[config.mk]
export PLATFORM = sky130hd
export DESIGN_NAME = srx_regs
export DESIGN_NICKNAME = d
export VERILOG_FILES = /design/src/srx_pkg.sv /design/src/srx_regs.sv
export SDC_FILE = /design/constraint.sdc
export NUM_CORES = 1
export LEC_CHECK = 0
export BUFFER_PORTS_ARGS = -buffer_cell sky130_fd_sc_hd__buf_2
export CORE_MARGIN = 3
export CORE_UTILIZATION = 30
export CTS_CLUSTER_DIAMETER = 80
export CTS_CLUSTER_SIZE = 25
export DETAILED_ROUTE_END_ITERATION = 8
export GPL_TIMING_DRIVEN = 0
export HOLD_SLACK_MARGIN = 0.12
export PLACE_DENSITY = 0.64
export SLEW_MARGIN = 15
export SYNTH_ARGS = -nofsm -noshare
export SYNTH_HDL_FRONTEND = slang
export SYNTH_SLANG_ARGS = --single-unit
[constraint.sdc]
create_clock -name sys_clk -period 2.45 [get_ports sys_clk]
set_clock_uncertainty 0.1 [all_clocks]
set_input_delay 0.1225 -clock sys_clk [delete_from_list [all_inputs] [get_ports sys_clk]]
set_output_delay 0.1225 -clock sys_clk [all_outputs]
set_load 0.05 [all_outputs]
[src/srx_pkg.sv]
// Constants for the receiver read-back, audio port and power-down registers.
// Assumes that the serial control port has already decoded register accesses.
`default_nettype none
package srx_pkg;
  // --------------------------------------------------------------------
  // Register addresses and reset values
  // --------------------------------------------------------------------
  localparam logic [6:0] SRX_ADDR_AUDIO_RX_FORMAT = 7'h1c;
  localparam logic [6:0] SRX_ADDR_READBACK_CONFIG = 7'h1d;
  localparam logic [6:0] SRX_ADDR_POWER_DOWN = 7'h1e;
  localparam logic [7:0] SRX_RST_AUDIO_RX_FORMAT = 8'h06;
  localparam logic [7:0] SRX_RST_READBACK_CONFIG = 8'h80;
  localparam logic [7:0] SRX_RST_POWER_DOWN = 8'h07;
  localparam logic [7:0] SRX_POWER_DOWN_USED = 8'h0f;

  // --------------------------------------------------------------------
  // Field positions
  // --------------------------------------------------------------------
  localparam int SRX_FMT_WL_LO = 2;
  localparam int SRX_FMT_MASTER = 6;
  localparam int SRX_FMT_HOLDOVER = 7;
  localparam int SRX_RB_SEL_LO = 0;
  localparam int SRX_RB_CONTINUOUS_READBACK_ENABLE = 3;
  localparam int SRX_RB_FLAG = 4;
  localparam int SRX_RB_GPO = 5;
  localparam int SRX_RB_BYPASS = 6;
  localparam int SRX_RB_192K = 7;
  localparam int SRX_PD_PLL = 0;
  localparam int SRX_PD_RX = 1;
  localparam int SRX_PD_TX = 2;
  localparam int SRX_PD_OSC = 3;

  // --------------------------------------------------------------------
  // Read-back selector codes and word-length codes
  // --------------------------------------------------------------------
  localparam logic [2:0] SRX_SEL_INT_STATUS = 3'h0;
  localparam logic [2:0] SRX_SEL_CS1 = 3'h1;
  localparam logic [2:0] SRX_SEL_CS2 = 3'h2;
  localparam logic [2:0] SRX_SEL_CS3 = 3'h3;
  localparam logic [2:0] SRX_SEL_CS4 = 3'h4;
  localparam logic [2:0] SRX_SEL_CS5 = 3'h5;
  localparam logic [2:0] SRX_SEL_RX_STATUS = 3'h6;
  localparam logic [1:0] SRX_WL_16 = 2'h0;
  localparam logic [1:0] SRX_WL_20 = 2'h1;
  localparam logic [23:0] SRX_KEEP_16 = 24'hffff00;
  localparam logic [23:0] SRX_KEEP_20 = 24'hfffff0;
  localparam logic [23:0] SRX_KEEP_24 = 24'hffffff;
endpackage : srx_pkg
`default_nettype wire

[src/srx_regs.sv]
// Control registers for read-back selection, receiver options, audio port
// clock hold-over and block power-down, with their effects on the datapath.
// Assumes register accesses arrive already decoded on sys_clk, and that the
// high receiver pins come straight from package pins.
`default_nettype none
module srx_regs (
  input wire logic sys_clk,
  input wire logic rst,
  input wire logic reg_wr_en,
  input wire logic reg_rd_en,
  input wire logic [6:0] reg_addr,
  input wire logic [7:0] reg_wr_data,
  output logic [7:0] reg_rd_data_q,
  output logic reg_rd_valid_q,
  input wire logic [7:0] int_status,
  input wire logic [7:0] chan_status_1,
  input wire logic [7:0] chan_status_2,
  input wire logic [7:0] chan_status_3,
  input wire logic [7:0] chan_status_4,
  input wire logic [7:0] chan_status_5,
  input wire logic [7:0] rx_status,
  output logic [7:0] status_readback_q,
  output logic continuous_readback_enable_q,
  output logic status_flag_stream_enable_q,
  input wire logic spdif_source_present,
  output logic audio_port_master_select_q,
  output logic audio_clk_drive_en_q,
  input wire logic [3:0] rx_high_pin_in,
  output logic [3:0] rx_high_data_q,
  input wire logic [3:0] gpo_level,
  output logic [3:0] general_output_pin_q,
  output logic [3:0] general_output_pin_oe_q,
  input wire logic rx_word_valid,
  input wire logic [23:0] rx_word,
  output logic rx_word_valid_q,
  output logic [23:0] rx_word_q,
  output logic high_rate_rx_enable_q,
  output logic pll_power_off_q,
  output logic receiver_power_off_q,
  output logic transmitter_power_off_q,
  output logic oscillator_power_off_q
);
  logic [7:0] audio_rx_format_q;
  logic [7:0] receiver_readback_config_q;
  logic [7:0] block_power_down_q;
  logic [3:0] pin_meta_q;
  logic [3:0] pin_sync_q;
  logic [2:0] readback_selector;
  logic truncation_bypass;
  logic rx_pins_as_outputs;
  logic [1:0] rx_word_length;
  logic [23:0] keep_mask;
  logic [7:0] selected_status;
  logic [7:0] reg_rd_d;

  assign readback_selector =
      receiver_readback_config_q[srx_pkg::SRX_RB_SEL_LO +: 3];
  assign truncation_bypass =
      receiver_readback_config_q[srx_pkg::SRX_RB_BYPASS];
  assign rx_pins_as_outputs = receiver_readback_config_q[srx_pkg::SRX_RB_GPO];
  assign rx_word_length = audio_rx_format_q[srx_pkg::SRX_FMT_WL_LO +: 2];

  // ----------------------------------------------------------------------
  // Register writes
  // ----------------------------------------------------------------------

  // Writes take effect at the edge that samples them.
  always_ff @(posedge sys_clk or posedge rst) begin
    if (rst) begin
      audio_rx_format_q <= srx_pkg::SRX_RST_AUDIO_RX_FORMAT;
      receiver_readback_config_q <= srx_pkg::SRX_RST_READBACK_CONFIG;
      block_power_down_q <= srx_pkg::SRX_RST_POWER_DOWN;
    end else if (reg_wr_en) begin
      case (reg_addr)
        srx_pkg::SRX_ADDR_AUDIO_RX_FORMAT: begin
          audio_rx_format_q <= reg_wr_data;
        end
        srx_pkg::SRX_ADDR_READBACK_CONFIG: begin
          receiver_readback_config_q <= reg_wr_data;
        end
        srx_pkg::SRX_ADDR_POWER_DOWN: begin
          // Bits above the oscillator bit belong to other blocks here.
          block_power_down_q <= reg_wr_data & srx_pkg::SRX_POWER_DOWN_USED;
        end
        default: begin
        end
      endcase
    end
  end

  // ----------------------------------------------------------------------
  // Register reads
  // ----------------------------------------------------------------------

  // Unmapped addresses read as zero so software never sees stale data.
  always_comb begin
    case (reg_addr)
      srx_pkg::SRX_ADDR_AUDIO_RX_FORMAT: reg_rd_d = audio_rx_format_q;
      srx_pkg::SRX_ADDR_READBACK_CONFIG: reg_rd_d = receiver_readback_config_q;
      srx_pkg::SRX_ADDR_POWER_DOWN: reg_rd_d = block_power_down_q;
      default: reg_rd_d = 8'h00;
    endcase
  end

  // Read data is registered and valid for one cycle after the request.
  always_ff @(posedge sys_clk or posedge rst) begin
    if (rst) begin
      reg_rd_data_q <= 8'h00;
      reg_rd_valid_q <= 1'b0;
    end else begin
      reg_rd_valid_q <= reg_rd_en;
      if (reg_rd_en) begin
        reg_rd_data_q <= reg_rd_d;
      end
    end
  end

  // ----------------------------------------------------------------------
  // Status read-back selection
  // ----------------------------------------------------------------------

  // The unused code 111 returns zero rather than repeating another source.
  always_comb begin
    case (readback_selector)
      srx_pkg::SRX_SEL_INT_STATUS: selected_status = int_status;
      srx_pkg::SRX_SEL_CS1: selected_status = chan_status_1;
      srx_pkg::SRX_SEL_CS2: selected_status = chan_status_2;
      srx_pkg::SRX_SEL_CS3: selected_status = chan_status_3;
      srx_pkg::SRX_SEL_CS4: selected_status = chan_status_4;
      srx_pkg::SRX_SEL_CS5: selected_status = chan_status_5;
      srx_pkg::SRX_SEL_RX_STATUS: selected_status = rx_status;
      default: selected_status = 8'h00;
    endcase
  end

  // Mode flags and status word are registered so outputs come from flops.
  always_ff @(posedge sys_clk or posedge rst) begin
    if (rst) begin
      status_readback_q <= 8'h00;
      continuous_readback_enable_q <= 1'b0;
      status_flag_stream_enable_q <= 1'b0;
      high_rate_rx_enable_q <= 1'b1;
    end else begin
      status_readback_q <= selected_status;
      continuous_readback_enable_q <=
          receiver_readback_config_q[srx_pkg::SRX_RB_CONTINUOUS_READBACK_ENABLE];
      status_flag_stream_enable_q <=
          receiver_readback_config_q[srx_pkg::SRX_RB_FLAG];
      high_rate_rx_enable_q <=
          receiver_readback_config_q[srx_pkg::SRX_RB_192K];
    end
  end

  // ----------------------------------------------------------------------
  // Audio port clocks and power-down
  // ----------------------------------------------------------------------

  // In slave mode the clocks are inputs, so the drive enable stays low.
  always_ff @(posedge sys_clk or posedge rst) begin
    if (rst) begin
      audio_port_master_select_q <= 1'b0;
      audio_clk_drive_en_q <= 1'b0;
    end else begin
      audio_port_master_select_q <=
          audio_rx_format_q[srx_pkg::SRX_FMT_MASTER];
      audio_clk_drive_en_q <= audio_rx_format_q[srx_pkg::SRX_FMT_MASTER] &&
          (spdif_source_present ||
           audio_rx_format_q[srx_pkg::SRX_FMT_HOLDOVER]);
    end
  end

  // Power-down levels pass one flop on their way to the analogue blocks.
  always_ff @(posedge sys_clk or posedge rst) begin
    if (rst) begin
      pll_power_off_q <= 1'b1;
      receiver_power_off_q <= 1'b1;
      transmitter_power_off_q <= 1'b1;
      oscillator_power_off_q <= 1'b0;
    end else begin
      pll_power_off_q <= block_power_down_q[srx_pkg::SRX_PD_PLL];
      receiver_power_off_q <= block_power_down_q[srx_pkg::SRX_PD_RX];
      transmitter_power_off_q <=
          block_power_down_q[srx_pkg::SRX_PD_TX];
      oscillator_power_off_q <=
          block_power_down_q[srx_pkg::SRX_PD_OSC];
    end
  end

  // ----------------------------------------------------------------------
  // Shared receiver pins 4 to 7
  // ----------------------------------------------------------------------

  // Pin levels are asynchronous, so they pass two flops before any use.
  always_ff @(posedge sys_clk or posedge rst) begin
    if (rst) begin
      pin_meta_q <= 4'h0;
      pin_sync_q <= 4'h0;
    end else begin
      pin_meta_q <= rx_high_pin_in;
      pin_sync_q <= pin_meta_q;
    end
  end

  // A pin driven as an output is not also fed to the receiver.
  always_ff @(posedge sys_clk or posedge rst) begin
    if (rst) begin
      rx_high_data_q <= 4'h0;
      general_output_pin_q <= 4'h0;
      general_output_pin_oe_q <= 4'h0;
    end else begin
      rx_high_data_q <= rx_pins_as_outputs ? 4'h0 : pin_sync_q;
      general_output_pin_q <= rx_pins_as_outputs ? gpo_level : 4'h0;
      general_output_pin_oe_q <= {4{rx_pins_as_outputs}};
    end
  end

  // ----------------------------------------------------------------------
  // Received word truncation
  // ----------------------------------------------------------------------

  // Codes 10 and 11 both mean a full 24-bit word.
  always_comb begin
    case (rx_word_length)
      srx_pkg::SRX_WL_16: keep_mask = srx_pkg::SRX_KEEP_16;
      srx_pkg::SRX_WL_20: keep_mask = srx_pkg::SRX_KEEP_20;
      default: keep_mask = srx_pkg::SRX_KEEP_24;
    endcase
  end

  // A powered-down receiver raises no word valid, though rx_word_q still loads each word.
  always_ff @(posedge sys_clk or posedge rst) begin
    if (rst) begin
      rx_word_valid_q <= 1'b0;
      rx_word_q <= 24'h000000;
    end else begin
      rx_word_valid_q <= rx_word_valid &&
          !block_power_down_q[srx_pkg::SRX_PD_RX];
      if (rx_word_valid) begin
        rx_word_q <= truncation_bypass ? rx_word
                                       : (rx_word & keep_mask);
      end
    end
  end
endmodule : srx_regs
`default_nettype wire

==> metrics.md <==
| Metric | Value |
|---|---|
| H-tree depth | `3` |
| Leak | `2.87 nW` |
| Setup WS pre-CTS | `884 ps` |
| Final antenna-violating net count | `0` |
| Worst-Margin Slew | `607 ps` |
| Detailed-route vias per instance | `4.58` |
| Tcrit/Tclk final | `0.860` |
| Reg power frac | `0.406` |
| WHS | `137 ps` |
| DP Wirelength | `7050 µm` |
| Final WS setup | `342 ps` |
| First-pass GRT wire length | `15600 µm` |
| # IOs | `172` |
| Mapped Cells | `266` |
| Routed len/inst | `15.0 µm` |
| Maximum vdd drop | `0.000616 V` |
| Async SR Flop Fraction | `1.00` |
| Clk sink count | `88` |
| GPL Wtd Cong | `0.749` |
| Post-CTS Setup Bufs | `0` |
| Synth-to-layout area growth | `58.1%` |
| CTS root buffer | `clkbuf_16` |
| Startpoint Class | `flip-flop` |
| Slew HR | `0.592` |
| Pwr Total | `4.04 mW` |
| Synth Flop Type | `dfrtp_1` |
| Tmin final | `2110 ps` |
| Highest clock rate | `474 MHz` |
| Syn Nets | `375` |
| Max-slew violations | `0` |
| Unrepaired setup endpoints after global routing | `false` |
| CTS tree | `built` |
| Status | `complete, no violations` |
| Die area | `0.0136 mm²` |
| Sequential area share after synthesis | `0.605` |
| Synth warnings | `0` |
| Final wirelength | `10100 µm` |
| Maxcap violations | `0` |
| Sw Pwr | `1.19 mW` |
| Largest stage delay, worst path | `570 ps` |
| Largest net degree at the start of global routing | `39` |
| Top cell type's share of synthesized area | `0.534` |
| Critical Path RT | `2560 ps` |
| # DRC | `0` |
| 1st-iter DRT viols | `164` |
| Pwr dens | `699 mW/mm²` |
| Critical path capture point type | `flip-flop` |
| Initial antenna violation count | `0` |
| Cts bufs inserted | `9` |
| Vias | `3068` |
| Final setup fails | `0` |
| Top post-synthesis cells by area | `dfrtp_1 (53%), mux2_2 (14%), dfstp_2 (7.2%), mux4_2 (3.1%), o22ai_1 (2.9%)` |
| Unique masters post-synth | `32` |
| GRT overflow | `0` |
| PortBufs | `170` |
| Initial Util | `0.314` |
| Endpoints failing hold | `0` |
| Synthesized area per cell | `13.8 µm²` |
| Pre-antenna DRT Iters | `4` |
| Largest fanout on the critical path | `10` |
| Internal | `2.86 mW` |
| Share of cells above drive strength 1 | `0.499` |
| Die height | `116 µm` |
| Max clock buf depth | `2` |
| WP data arrival | `2220 ps` |
| Worst-Skew Late Latency | `330 ps` |
| Crit-path cells | `buf_4 > buf_6 > clkinv_1 > a22oi_1 > o221ai_1 > dlygate4sd3_1` |
| Layout Nets | `631` |
| Power share of the combinational group | `0.234` |
| Clock power frac | `0.360` |
| Core outline area | `0.0117 mm²` |
| Sw Ratio | `0.294` |
| # rows | `39` |
| Kind of critical path | `flip-flop to flip-flop` |
| Cell area after synthesis | `0.00366 mm²` |
| Vias in the first global route | `3307` |
| Post-CTS sizing | `0` |
| Hold Path Class | `input pin to flip-flop` |
| Total track usage | `0.147` |
| Post-synth top area cell | `dfrtp_1` |
| Synth Register Bits | `88` |
| CTS Hold Bufs | `73` |
| Worst-path clk slew | `70 ps` |
| Setup total negative slack | `0 ps` |
| Post-synth EDFFs | `0` |
| Critical path's slowest cell | `dlygate4sd3_1` |
| Ant diodes | `0` |
| Die X | `116 µm` |
## per-stage QoR
stage | instances | util | area, µm²
after floorplan | 266 | - | 3660
after global placement | 579 | 0.402 | 4690
after detailed placement | 581 | 0.406 | 4730
after CTS | 670 | 0.496 | 5780
after global routing | 670 | 0.496 | 5780
final | 670 | 0.496 | 5780
## sequential cells by signal, indices dropped and copies added (netlist names), 4 cells and up
| register | flops |
|---|---|
| status_readback_q | 8 |
| reg_rd_data_q | 8 |
| block_power_down_q | 4 |
| audio_rx_format_q | 8 |
| pin_meta_q | 4 |
| receiver_readback_config_q | 8 |
| general_output_pin_q | 4 |
| rx_high_data_q | 4 |
| rx_word_q | 24 |
| pin_sync_q | 4 |
## per-layer routing
metal  global-route usage  wire, µm  vias up
met5                    0         0        -
met4               0.0510       155        0
met3               0.0326       543       14
met2                0.263      5340      113
met1                0.174      4020     1491
li1                     -         -     1450
## power by group through the flow
stage / clock network, mW / logic [mW] / registers, mW
2_1_floorplan: 0 / 0.271 / 1.97
3_3_place_gp: 0 / 0.820 / 1.66
3_5_place_dp: 0 / 0.841 / 1.67
4_1_cts: 1.52 / 0.948 / 1.64
5_1_grt: 1.56 / 1.01 / 1.66
6_report: 1.46 / 0.946 / 1.64
## logic make-up after synthesis
kind of cell | after synthesis | synth area share
DFF | 88 | 0.605
and+or+nand+nor | 46 | 0.0708
AOI/OAI and AO/OA | 37 | 0.0722
muxes | 60 | 0.197
buffers and inverters | 35 | 0.0551
## worst paths after layout
kind	start	endpoint	slack, ps	cells past startpoint
max	receiver_readback_config_q[0]$_DFFE_PP0P_	status_readback_q[4]$_DFF_PP0_	340	6
min	int_status[3]	status_readback_q[3]$_DFF_PP0_	140	4
max reg2reg	receiver_readback_config_q[0]$_DFFE_PP0P_	status_readback_q[4]$_DFF_PP0_	340	6
min reg2reg	pin_meta_q[0]$_DFF_PP0_	pin_sync_q[0]$_DFF_PP0_	250	0
max in group asynchronous	rst	high_rate_rx_enable_q$_DFF_PP1_	1420	4
min in group asynchronous	rst	status_readback_q[3]$_DFF_PP0_	240	3
## critical path: cells and delay by family, from the launching register on
kind                   cells  cell delay [ps]
AO/OA/AOI/OAI              2              410
flip-flops                 1              320
buffers and inverters      4             1140
## area by class of cell
cell class | count | area, µm²
clock buffers | 10 | 229
inverters | 19 | 75.1
flip-flops and latches | 88 | 2210
repair buffers | 245 | 1620
plain buffers | 16 | 130
well taps | 143 | 179
clock inverters | 6 | 91.3
fillers | 1052 | 5880
multi-input cells | 143 | 1240
## synthesized netlist by cell type (3+ instances only)
cell type  number
nor2b_1         9
a22oi_1         3
a2bb2oi_1       6
mux2i_1        10
inv_1          18
nand2_1        14
buf_6           7
nor2_1          8
buf_4           4
dfrtp_1        78
mux4_2          5
o22ai_1        17
mux2_2         45
and2_1          4
nand3_1         3
clkbuf_1        3
o21ai_0         3
a221oi_1        4
dfstp_2        10
## cells in the final DEF (no fill, tap or decap), drive strengths merged, types with 2 or more instances in the layout
| cell type | n |
|---|---|
| o21ai | 3 |
| nand3 | 3 |
| nand2 | 14 |
| bufinv | 2 |
| buf | 185 |
| clkbuf | 13 |
| o22ai | 17 |
| mux4 | 5 |
| clkinv | 4 |
| mux2i | 10 |
| dfstp | 10 |
| a2bb2oi | 6 |
| nor3 | 2 |
| nand4b | 2 |
| dlygate4sd3 | 73 |
| nor2b | 9 |
| a22oi | 3 |
| mux2 | 45 |
| a221oi | 4 |
| nor2 | 8 |
| inv | 18 |
| dfrtp | 78 |
| and2 | 4 |
(Power assumes the default switching activity.)
